<file path="config.mk">
export PLATFORM = sky130hd
export DESIGN_NAME = fref_selector
export DESIGN_NICKNAME = d
export VERILOG_FILES = /design/src/inc/fref_pkg.sv /design/src/design/fref_selector.sv /design/src/design/fref_src_mux.sv
export SDC_FILE = /design/constraint.sdc
export NUM_CORES = 2
export LEC_CHECK = 0
export BUFFER_PORTS_ARGS = -buffer_cell sky130_fd_sc_hd__buf_2
export CORE_MARGIN = 2
export CORE_UTILIZATION = 61
export DETAILED_ROUTE_END_ITERATION = 16
export HOLD_SLACK_MARGIN = 0.1
export PLACE_DENSITY = 0.93
export SYNTH_ARGS = -nofsm -noshare
export SYNTH_HDL_FRONTEND = slang
export SYNTH_SLANG_ARGS = --single-unit
</file>
<file path="constraint.sdc">
create_clock -name core_clk -period 8.4 [get_ports core_clk]
set_input_delay 0.42 -clock core_clk [delete_from_list [all_inputs] [get_ports core_clk]]
set_output_delay 0.42 -clock core_clk [all_outputs]
set_load 0.005 [all_outputs]
</file>
<file path="src/inc/fref_pkg.sv">
// constants, field layouts and carrier types for the frequency reference selector
// ======================================================================
// Functional notes
// - main source code 8 takes the multi-step reference as the main reference.
// - terminal function codes 21, 22 and 23 make a terminal multi-step input 1, 2 and 3.
// - the three multi-step inputs form a 3-bit index, input 1 the lsb, picking one of 8.
// - index 0 uses the channel chosen by the step-0 selector, indices 1 to 7 the stored steps.
// - the multi-step reference is also offered to the v/f voltage and pid setpoint users.
// - main source code 9 takes the simple plc sequencer output as the main reference.
// - each plc stage has its own running time and picks one of 4 shared accel/decel time pairs.
// - the plc configuration gives cycle mode, timing unit and retention on power loss or stop.
// - aux codes: 0 panel, 1 analog, 4 pot, 5 comm, 6 pulse, 7 pid, 8 multi-step, 9 plc; reset 0.
// - the aux reference alone is decoded exactly like the main reference.
// - main-only mode passes the main reference straight through as the target.
// - combination mode gives main+aux, main-aux, max or min as configured.
// - switchover mode picks main, aux or combined by a terminal holding function 28 to 30.
// - superposition low digit is the source mode, tens digit the operation, range 0x00 to 0x34.
package fref_pkg;

   // ======================================================================
   // widths
   localparam int FREF_W = 16;
   localparam int FREF_NUM_TERM = 3;
   localparam int FREF_NUM_STEP = 8;
   localparam int FREF_NUM_STAGE_WORD = 16;
   localparam int FREF_NUM_RAMP_WORD = 8;

   // ======================================================================
   // parameter addresses
   localparam logic [15:0] FREF_ADDR_MAIN_SEL = 16'h0104;
   localparam logic [15:0] FREF_ADDR_AUX_SEL = 16'h0105;
   localparam logic [15:0] FREF_ADDR_SUP_SEL = 16'h0108;
   localparam logic [15:0] FREF_ADDR_IN_FUNC0 = 16'h0800;
   localparam logic [15:0] FREF_ADDR_IN_FUNC2 = 16'h0802;
   localparam logic [15:0] FREF_ADDR_STEP0_SEL = 16'h1100;
   localparam logic [15:0] FREF_ADDR_STEP1 = 16'h1101;
   localparam logic [15:0] FREF_ADDR_STEP7 = 16'h1107;
   localparam logic [15:0] FREF_ADDR_PLC_CFG = 16'h1111;
   localparam logic [15:0] FREF_ADDR_STAGE_FIRST = 16'h1113;
   localparam logic [15:0] FREF_ADDR_STAGE_LAST = 16'h1122;
   localparam logic [15:0] FREF_ADDR_RAMP_FIRST = 16'h0117;
   localparam logic [15:0] FREF_ADDR_RAMP_LAST = 16'h011E;

   // ======================================================================
   // reset value and superposition code limit
   localparam logic [15:0] FREF_RST_WORD = 16'h0000;
   localparam logic [15:0] FREF_SUP_MAX = 16'h0034;

   // ======================================================================
   // source channel codes
   localparam logic [3:0] FREF_SRC_PANEL = 4'h0;
   localparam logic [3:0] FREF_SRC_ANALOG = 4'h1;
   localparam logic [3:0] FREF_SRC_POT = 4'h4;
   localparam logic [3:0] FREF_SRC_COMM = 4'h5;
   localparam logic [3:0] FREF_SRC_PULSE = 4'h6;
   localparam logic [3:0] FREF_SRC_PID = 4'h7;
   localparam logic [3:0] FREF_SRC_MULTI = 4'h8;
   localparam logic [3:0] FREF_SRC_PLC = 4'h9;

   // terminal function codes
   localparam logic [15:0] FREF_FUNC_MS1 = 16'h0015;
   localparam logic [15:0] FREF_FUNC_MS2 = 16'h0016;
   localparam logic [15:0] FREF_FUNC_MS3 = 16'h0017;
   localparam logic [15:0] FREF_FUNC_SW_LO = 16'h001C;
   localparam logic [15:0] FREF_FUNC_SW_HI = 16'h001E;

   // superposition digits
   localparam logic [3:0] FREF_MODE_MAIN = 4'h0;
   localparam logic [3:0] FREF_MODE_COMB = 4'h1;
   localparam logic [3:0] FREF_MODE_SW_XY = 4'h2;
   localparam logic [3:0] FREF_MODE_SW_XC = 4'h3;
   localparam logic [3:0] FREF_MODE_SW_YC = 4'h4;
   localparam logic [3:0] FREF_OP_SUM = 4'h0;
   localparam logic [3:0] FREF_OP_DIFF = 4'h1;
   localparam logic [3:0] FREF_OP_MAX = 4'h2;
   localparam logic [3:0] FREF_OP_MIN = 4'h3;

   // ======================================================================
   // carriers
   typedef struct packed {
      logic [FREF_W-1:0] panel;
      logic [FREF_W-1:0] analog;
      logic [FREF_W-1:0] pot;
      logic [FREF_W-1:0] comm;
      logic [FREF_W-1:0] pulse;
      logic [FREF_W-1:0] pid;
      logic [FREF_W-1:0] plc;
   } fref_src_t;

   // one hex digit per field, ones digit lowest
   typedef struct packed {
      logic [3:0] retain_stop;
      logic [3:0] retain_power;
      logic [3:0] time_unit;
      logic [3:0] cycle_mode;
   } fref_plc_cfg_t;

endpackage

</file>
<file path="src/design/fref_selector.sv">
// frequency reference selector: multi-step, source decode, superposition, parameters
`timescale 1ns/10ps
module fref_selector
   import fref_pkg::*;
(
   input wire logic core_clk,
   input wire logic rst_n,
   input wire logic input_terminal_1,
   input wire logic input_terminal_2,
   input wire logic input_terminal_3,
   input wire fref_src_t src,
   input wire logic param_wr_en,
   input wire logic [15:0] param_addr,
   input wire logic [15:0] param_wr_data,
   input wire logic [15:0] param_rd_addr,
   output logic [15:0] param_rd_data,
   output logic param_wr_err,
   input wire logic [2:0] plc_stage_index,
   output logic [15:0] plc_stage_time,
   output logic [15:0] plc_accel_time,
   output logic [15:0] plc_decel_time,
   output fref_plc_cfg_t plc_cfg,
   output logic [FREF_W-1:0] multistep_ref,
   output logic [FREF_W-1:0] main_ref,
   output logic [FREF_W-1:0] aux_ref,
   output logic [FREF_W-1:0] target_freq
);

   // ======================================================================
   // parameter store
   logic [15:0] main_sel_reg, main_sel_next;
   logic [15:0] aux_sel_reg, aux_sel_next;
   logic [15:0] sup_sel_reg, sup_sel_next;
   logic [15:0] step0_sel_reg, step0_sel_next;
   logic [15:0] plc_cfg_reg, plc_cfg_next;
   logic [15:0] in_func_reg [FREF_NUM_TERM];
   logic [15:0] in_func_next [FREF_NUM_TERM];
   logic [15:0] step_val_reg [FREF_NUM_STEP];
   logic [15:0] step_val_next [FREF_NUM_STEP];
   logic [15:0] stage_reg [FREF_NUM_STAGE_WORD];
   logic [15:0] stage_next [FREF_NUM_STAGE_WORD];
   logic [15:0] ramp_reg [FREF_NUM_RAMP_WORD];
   logic [15:0] ramp_next [FREF_NUM_RAMP_WORD];
   logic [15:0] rd_data_reg, rd_data_next;
   logic wr_err_reg, wr_err_next;
   logic [15:0] stage_off, ramp_off, func_off, step_off;

   // writes; an out-of-range superposition code is refused whole
   always_comb begin
      main_sel_next = main_sel_reg;
      aux_sel_next = aux_sel_reg;
      sup_sel_next = sup_sel_reg;
      step0_sel_next = step0_sel_reg;
      plc_cfg_next = plc_cfg_reg;
      in_func_next = in_func_reg;
      step_val_next = step_val_reg;
      stage_next = stage_reg;
      ramp_next = ramp_reg;
      wr_err_next = 1'b0;
      stage_off = param_addr - FREF_ADDR_STAGE_FIRST;
      ramp_off = param_addr - FREF_ADDR_RAMP_FIRST;
      func_off = param_addr - FREF_ADDR_IN_FUNC0;
      step_off = param_addr - FREF_ADDR_STEP0_SEL;
      if (param_wr_en) begin
         if (param_addr == FREF_ADDR_MAIN_SEL) begin
            main_sel_next = param_wr_data;
         end else if (param_addr == FREF_ADDR_AUX_SEL) begin
            aux_sel_next = param_wr_data;
         end else if (param_addr == FREF_ADDR_SUP_SEL) begin
            // ones digit above 4 or tens above 3 is not a legal code either
            if (param_wr_data > FREF_SUP_MAX || param_wr_data[3:0] > FREF_MODE_SW_YC) begin
               wr_err_next = 1'b1;
            end else begin
               sup_sel_next = param_wr_data;
            end
         end else if (param_addr == FREF_ADDR_STEP0_SEL) begin
            step0_sel_next = param_wr_data;
         end else if (param_addr >= FREF_ADDR_STEP1 && param_addr <= FREF_ADDR_STEP7) begin
            step_val_next[step_off[2:0]] = param_wr_data;
         end else if (param_addr >= FREF_ADDR_IN_FUNC0 && param_addr <= FREF_ADDR_IN_FUNC2) begin
            in_func_next[func_off[1:0]] = param_wr_data;
         end else if (param_addr == FREF_ADDR_PLC_CFG) begin
            plc_cfg_next = param_wr_data;
         end else if (param_addr >= FREF_ADDR_STAGE_FIRST &&
                      param_addr <= FREF_ADDR_STAGE_LAST) begin
            stage_next[stage_off[3:0]] = param_wr_data;
         end else if (param_addr >= FREF_ADDR_RAMP_FIRST &&
                      param_addr <= FREF_ADDR_RAMP_LAST) begin
            ramp_next[ramp_off[2:0]] = param_wr_data;
         end else begin
            wr_err_next = 1'b1;
         end
      end
   end

   // readback; unmapped addresses read zero
   always_comb begin
      logic [15:0] roff;
      roff = param_rd_addr - FREF_ADDR_STAGE_FIRST;
      rd_data_next = FREF_RST_WORD;
      if (param_rd_addr == FREF_ADDR_MAIN_SEL) begin
         rd_data_next = main_sel_reg;
      end else if (param_rd_addr == FREF_ADDR_AUX_SEL) begin
         rd_data_next = aux_sel_reg;
      end else if (param_rd_addr == FREF_ADDR_SUP_SEL) begin
         rd_data_next = sup_sel_reg;
      end else if (param_rd_addr == FREF_ADDR_STEP0_SEL) begin
         rd_data_next = step0_sel_reg;
      end else if (param_rd_addr >= FREF_ADDR_STEP1 && param_rd_addr <= FREF_ADDR_STEP7) begin
         roff = param_rd_addr - FREF_ADDR_STEP0_SEL;
         rd_data_next = step_val_reg[roff[2:0]];
      end else if (param_rd_addr >= FREF_ADDR_IN_FUNC0 &&
                   param_rd_addr <= FREF_ADDR_IN_FUNC2) begin
         roff = param_rd_addr - FREF_ADDR_IN_FUNC0;
         rd_data_next = in_func_reg[roff[1:0]];
      end else if (param_rd_addr == FREF_ADDR_PLC_CFG) begin
         rd_data_next = plc_cfg_reg;
      end else if (param_rd_addr >= FREF_ADDR_STAGE_FIRST &&
                   param_rd_addr <= FREF_ADDR_STAGE_LAST) begin
         rd_data_next = stage_reg[roff[3:0]];
      end else if (param_rd_addr >= FREF_ADDR_RAMP_FIRST &&
                   param_rd_addr <= FREF_ADDR_RAMP_LAST) begin
         roff = param_rd_addr - FREF_ADDR_RAMP_FIRST;
         rd_data_next = ramp_reg[roff[2:0]];
      end
   end

   // ======================================================================
   // terminal decode, one slice per terminal
   logic [FREF_NUM_TERM-1:0] term_in;
   logic [2:0] term_ms [FREF_NUM_TERM];
   logic [FREF_NUM_TERM-1:0] term_sw;
   logic [2:0] ms_idx;
   logic sw_on;

   assign term_in = {input_terminal_3, input_terminal_2, input_terminal_1};

   genvar gi;
   generate
      for (gi = 0; gi < FREF_NUM_TERM; gi++) begin : g_term
         // a terminal may carry any one function; bit k lights only for code 21+k
         assign term_ms[gi] = {3{term_in[gi]}} &
                              {in_func_reg[gi] == FREF_FUNC_MS3,
                               in_func_reg[gi] == FREF_FUNC_MS2,
                               in_func_reg[gi] == FREF_FUNC_MS1};
         assign term_sw[gi] = term_in[gi] && in_func_reg[gi] >= FREF_FUNC_SW_LO &&
                              in_func_reg[gi] <= FREF_FUNC_SW_HI;
      end
   endgenerate

   // input 1 is the lsb; taken straight from the pins so the result lands next edge
   always_comb begin
      ms_idx = 3'h0;
      for (int t = 0; t < FREF_NUM_TERM; t++) begin
         ms_idx = ms_idx | term_ms[t];
      end
      sw_on = |term_sw;
   end

   // ======================================================================
   // source selection
   logic [FREF_W-1:0] step0_val, ms_val, main_val, aux_val, comb_val, target_val;

   // step 0 cannot point at multi-step itself, so that loop is fed zero
   fref_src_mux u_step0 (
      .sel(step0_sel_reg[3:0]),
      .src(src),
      .multi_ref('0),
      .value(step0_val)
   );

   assign ms_val = (ms_idx == 3'h0) ? step0_val : step_val_reg[ms_idx];

   fref_src_mux u_main (
      .sel(main_sel_reg[3:0]),
      .src(src),
      .multi_ref(ms_val),
      .value(main_val)
   );

   // same decoder as main, so aux alone behaves identically
   fref_src_mux u_aux (
      .sel(aux_sel_reg[3:0]),
      .src(src),
      .multi_ref(ms_val),
      .value(aux_val)
   );

   // ======================================================================
   // superposition; signed with saturation so a sum never wraps negative
   always_comb begin
      logic signed [FREF_W:0] wide;
      logic signed [FREF_W-1:0] m, a;
      m = signed'(main_val);
      a = signed'(aux_val);
      wide = '0;
      unique case (sup_sel_reg[7:4])
         // widen both operands first so the carry is kept for saturation
         FREF_OP_SUM: wide = (FREF_W+1)'(m) + (FREF_W+1)'(a);
         FREF_OP_DIFF: wide = (FREF_W+1)'(m) - (FREF_W+1)'(a);
         FREF_OP_MAX: wide = (m > a) ? (FREF_W+1)'(m) : (FREF_W+1)'(a);
         default: wide = (m < a) ? (FREF_W+1)'(m) : (FREF_W+1)'(a);
      endcase
      if (wide > $signed({2'b00, {(FREF_W-1){1'b1}}})) begin
         comb_val = {1'b0, {(FREF_W-1){1'b1}}};
      end else if (wide < $signed({2'b11, {(FREF_W-1){1'b0}}})) begin
         comb_val = {1'b1, {(FREF_W-1){1'b0}}};
      end else begin
         comb_val = wide[FREF_W-1:0];
      end
      unique case (sup_sel_reg[3:0])
         FREF_MODE_MAIN: target_val = main_val;
         FREF_MODE_COMB: target_val = comb_val;
         FREF_MODE_SW_XY: target_val = sw_on ? aux_val : main_val;
         FREF_MODE_SW_XC: target_val = sw_on ? comb_val : main_val;
         default: target_val = sw_on ? comb_val : aux_val;
      endcase
   end

   // ======================================================================
   // plc stage lookup: even word is run time, odd word picks an accel/decel pair
   logic [15:0] stime_next, accel_next, decel_next;
   logic [15:0] stime_reg, accel_reg, decel_reg, ramp_pick_w;
   logic [FREF_W-1:0] ms_reg, main_reg, aux_reg, target_reg;

   always_comb begin
      stime_next = stage_reg[{plc_stage_index, 1'b0}];
      ramp_pick_w = stage_reg[{plc_stage_index, 1'b1}];
      accel_next = ramp_reg[{ramp_pick_w[1:0], 1'b0}];
      decel_next = ramp_reg[{ramp_pick_w[1:0], 1'b1}];
   end

   // ======================================================================
   // all state registered here
   always_ff @(posedge core_clk or negedge rst_n) begin
      if (!rst_n) begin
         main_sel_reg <= FREF_RST_WORD;
         aux_sel_reg <= FREF_RST_WORD;
         sup_sel_reg <= FREF_RST_WORD;
         step0_sel_reg <= FREF_RST_WORD;
         plc_cfg_reg <= FREF_RST_WORD;
         in_func_reg <= '{default: FREF_RST_WORD};
         step_val_reg <= '{default: FREF_RST_WORD};
         stage_reg <= '{default: FREF_RST_WORD};
         ramp_reg <= '{default: FREF_RST_WORD};
         rd_data_reg <= FREF_RST_WORD;
         wr_err_reg <= 1'b0;
         stime_reg <= FREF_RST_WORD;
         accel_reg <= FREF_RST_WORD;
         decel_reg <= FREF_RST_WORD;
         ms_reg <= '0;
         main_reg <= '0;
         aux_reg <= '0;
         target_reg <= '0;
      end else begin
         main_sel_reg <= main_sel_next;
         aux_sel_reg <= aux_sel_next;
         sup_sel_reg <= sup_sel_next;
         step0_sel_reg <= step0_sel_next;
         plc_cfg_reg <= plc_cfg_next;
         in_func_reg <= in_func_next;
         step_val_reg <= step_val_next;
         stage_reg <= stage_next;
         ramp_reg <= ramp_next;
         rd_data_reg <= rd_data_next;
         wr_err_reg <= wr_err_next;
         stime_reg <= stime_next;
         accel_reg <= accel_next;
         decel_reg <= decel_next;
         ms_reg <= ms_val;
         main_reg <= main_val;
         aux_reg <= aux_val;
         target_reg <= target_val;
      end
   end

   assign param_rd_data = rd_data_reg;
   assign param_wr_err = wr_err_reg;
   assign plc_stage_time = stime_reg;
   assign plc_accel_time = accel_reg;
   assign plc_decel_time = decel_reg;
   assign plc_cfg = fref_plc_cfg_t'(plc_cfg_reg);
   assign multistep_ref = ms_reg;
   assign main_ref = main_reg;
   assign aux_ref = aux_reg;
   assign target_freq = target_reg;

   logic all_ms_func;
   assign all_ms_func = in_func_reg[0] == FREF_FUNC_MS1 && in_func_reg[1] == FREF_FUNC_MS2 &&
                        in_func_reg[2] == FREF_FUNC_MS3;
endmodule

</file>
<file path="src/design/fref_src_mux.sv">
// channel decoder shared by the main, auxiliary and step-0 selectors
`timescale 1ns/10ps
module fref_src_mux
   import fref_pkg::*;
(
   input wire logic [3:0] sel,
   input wire fref_src_t src,
   input wire logic [FREF_W-1:0] multi_ref,
   output logic [FREF_W-1:0] value
);

   // unused codes give zero so a bad setting parks the drive, not a stale value
   always_comb begin
      unique case (sel)
         FREF_SRC_PANEL: value = src.panel;
         FREF_SRC_ANALOG: value = src.analog;
         FREF_SRC_POT: value = src.pot;
         FREF_SRC_COMM: value = src.comm;
         FREF_SRC_PULSE: value = src.pulse;
         FREF_SRC_PID: value = src.pid;
         FREF_SRC_MULTI: value = multi_ref;
         FREF_SRC_PLC: value = src.plc;
         default: value = '0;
      endcase
   end

endmodule

</file>
==> impl_results.md <==
- Outcome: complete, no violations
- H-Tree Depth: 3
- Startpoint Class: register
- Via density: roughly 7.6
- Drt wl/cell: between 30 and 40 um
- PD cells: 174 nW/um2
- Rows: 96
- Synth cell types: 95
- Worst-Margin Slew: between 1000 and 1500 ps
- Leading area contributor after synthesis: dfrtp_1
- Sequential cell area fraction in the yosys report: 45.4%
- Multi-input logic area: 21900 um2
- Share of cells above drive strength 1: 37.5%
- Period utilization: between 80% and 90%
- Comb pwr share: 8.4%
- Clock power frac: between 40% and 50%
- Largest register FFs: 256
- Final setup violation count: 0
- DPL Wire Length: 94800 um
- TritonCTS Buffers: 80
- Ranking of synthesized cells by area: dfrtp_1, mux2_2, mux4_2
- Pint: just over 6 mW
- Drt first pass iters: 10
- Min-delay worst type: input pin to register
- Number of max-cap violations: 0
- Most common cell in the netlist: dfrtp_1
- Final core utilization: 69.2%
- Clock skew: 67.4 ps
- Post-synth EDFFs: 0
- CTS tree: yes
- Post-route cell area: 47500 um2
- Seq pwr share: 45.0%
- Die Area: 71600 um2
- Initial antenna violation count: 13
- WP data required: 8980 ps
- Max-slew violations: 0
- Register area: 19200 um2
- Root Buffer: clkbuf_16
- RSZ-0062 raised after global routing: no
- Core Footprint: approximately 69000 um2
- Vias in the first global route: 35700
- WL final: 153000 um
- Chip Height: 268 um
- Most used DFF post-synth: dfrtp_1
- Initial Utilization: 61.6%
- Max_slew headroom: roughly 7.5%
- Worst reg2reg path endpoint: target_freq[7]$_DFF_PN0_
- Achievable clock frequency: 134 MHz
- I/O Pins: 314
- Num Clock Sinks: 769
- Yosys warnings: 0
- Synth cell count leaders: dfrtp_1, mux2_2, nand2_1
- Largest net degree at the start of global routing: 181
- Post-CTS Setup Bufs: 0
- Hold EP: param_wr_err$_DFF_PN0_
- Peak VDD IR: 0.187 mV
- Detail Route Antenna Nets: 0
- Reg2Reg Depth: 21
- Top-area cell type share of the netlist area: 45.4%
- Dpl ws: approximately 1300 ps
- First-pass GRT wire length: 228000 um
- Syn_nets: 3753
- Area Growth Syn to Fin: 12.3%
- Total negative slack: 0 ps
- Initial DRC Count: between 6000 and 7000
- Final Hold Slack: 272 ps
- Max Root-Sink Buffers: 3
- Cells after Synth: 3540
- Gr usage total: 42.8%
- CP arrival: 8030 ps
- Final net count: 3940
- Critical Path End Type: register
- Worst hold path depth: 5
- Switching power total: 2.11 mW
- Crit Reg-Reg Startpoint: in_func_reg[14]$_DFFE_PN0P_
- Fin worst setup slack: about 950 ps
- Switching share of total power: roughly 25%
- Total congestion overflow: 0
- R2R Setup Slk: 950 ps
- CP Max Fanout: 41
- Worst Hold Launch: param_addr[15]
- Synthesized area: 42400 um2
- Clock Latency Late Sink: 680 ps
- Routability congestion estimate: 1.06
- DR DRC count: 0
- Tmin final: between 7000 and 8000 ps
- Filler cells: 4372
- Placed inst area: 44700 um2
- Final hold viol count: 0
- Leak: 22.6 nW
- Die extent in x: 268 um
- Worst setup path category: register to register
- Buffers added on ports: 313
- Avg Inst Size Synth: 12.0 um2
- Post-synthesis sequential element count: 769
- Clock-pin transition on the worst setup and hold timing paths: 60 ps
- Via count: 35800
- Asr flop ratio synth: 100%
## worst max-delay path by stage
| stage | from | to | slack (ps) | depth (start not counted) |
|---|---|---|---|---|
| global placement | in_func_reg[14]$_DFFE_PN0P_ | target_freq[7]$_DFF_PN0_ | 1470 | 19 |
| detailed placement | in_func_reg[14]$_DFFE_PN0P_ | target_freq[7]$_DFF_PN0_ | 1260 | 19 |
| global route | in_func_reg[24]$_DFFE_PN0P_ | target_freq[7]$_DFF_PN0_ | 560 | 20 |
| CTS | in_func_reg[14]$_DFFE_PN0P_ | target_freq[7]$_DFF_PN0_ | 1180 | 21 |
| floorplan | in_func_reg[13]$_DFFE_PN0P_ | target_freq[9]$_DFF_PN0_ | 2410 | 23 |
| finish | in_func_reg[14]$_DFFE_PN0P_ | target_freq[7]$_DFF_PN0_ | 950 | 21 |
## final cells by class
cell class	count	share of cell area (%)
Clock buffer	110	4.85
Tap cell	931	2.45
Clock inverter	27	1.07
Multi-Input combinational cell	2427	46.0
Inverter	57	0.450
Timing Repair Buffer	392	4.64
Sequential cell	769	40.5
Antenna cell	6	0.0316
## logic make-up (layout without fill, tap and decap cells)
logic type / count (synthesis) / count (layout) / synth area share, %
simple gates: 751 / 751 / 8.54
other cells: 0 / 6 / 0
compound gates: 639 / 639 / 10.7
xor+xnor: 18 / 18 / 0.372
mux: 975 / 975 / 30.4
flops: 769 / 769 / 45.4
fa+ha+maj: 44 / 44 / 1.34
buf+inv: 344 / 586 / 3.20
## worst max-delay path, stage by stage, from the launching register on
cell and delay [ps]:
dfrtp_1 410, or4b_1 650, or4_4 550, o32a_2 290, nand2_4 480, nand2_1 180, nand3_1 120, o21ai_1 110
o21ai_2 440, nand2_1 110, nand2_1 190, inv_1 90, fa_1 430, o21bai_1 220, a2111oi_0 160, o31ai_1 520
a221oi_1 260, a221oi_1 810, nand2_1 710, a211oi_1 380, o21ai_0 110, o211ai_1 140
## placed cells by master (no fill, tap or decap), drive strengths merged, types with 51 or more instances in the layout
master  instances
mux4          180
o21ai         134
inv            60
a31oi          51
buf           389
mux2          669
nor2          122
nand3          94
and2           54
a21oi         105
dfrtp         769
a222oi         69
clkbuf        111
nand2         298
mux2i         126
## metrics by stage
step,instances,power (mW)
finish,4719,8.29
global route,4714,8.47
CTS,4713,8.24
detailed placement,4574,4.46
global placement,4574,4.46
floorplan,3540,4.15
## power by group through the flow
stage	clock network [mW]	registers (mW)	logic, mW
6_report	3.86	3.73	0.699
5_1_grt	4.00	3.73	0.737
4_1_cts	3.84	3.73	0.669
3_5_place_dp	0	3.80	0.662
2_1_floorplan	0	3.80	0.350
3_3_place_gp	0	3.80	0.656
## repair_timing
| item | in CTS | in global routing |
|---|---|---|
| endpoints found under the hold margin | 99 | 0 |
| resized for setup | 0 | 0 |
| hold buffers | 2 | 0 |
## per-layer routing
| layer | global-route usage, % | vias to the layer above | routed length [um] |
|---|---|---|---|
| li1 | - | 13800 | - |
| met1 | 51.1 | 17500 | 50500 |
| met2 | 64.4 | 3476 | 66900 |
| met3 | 14.5 | 1064 | 20700 |
| met4 | 32.6 | 8 | 14600 |
| met5 | 0 | - | 47 |
(Power assumes the default switching activity.)
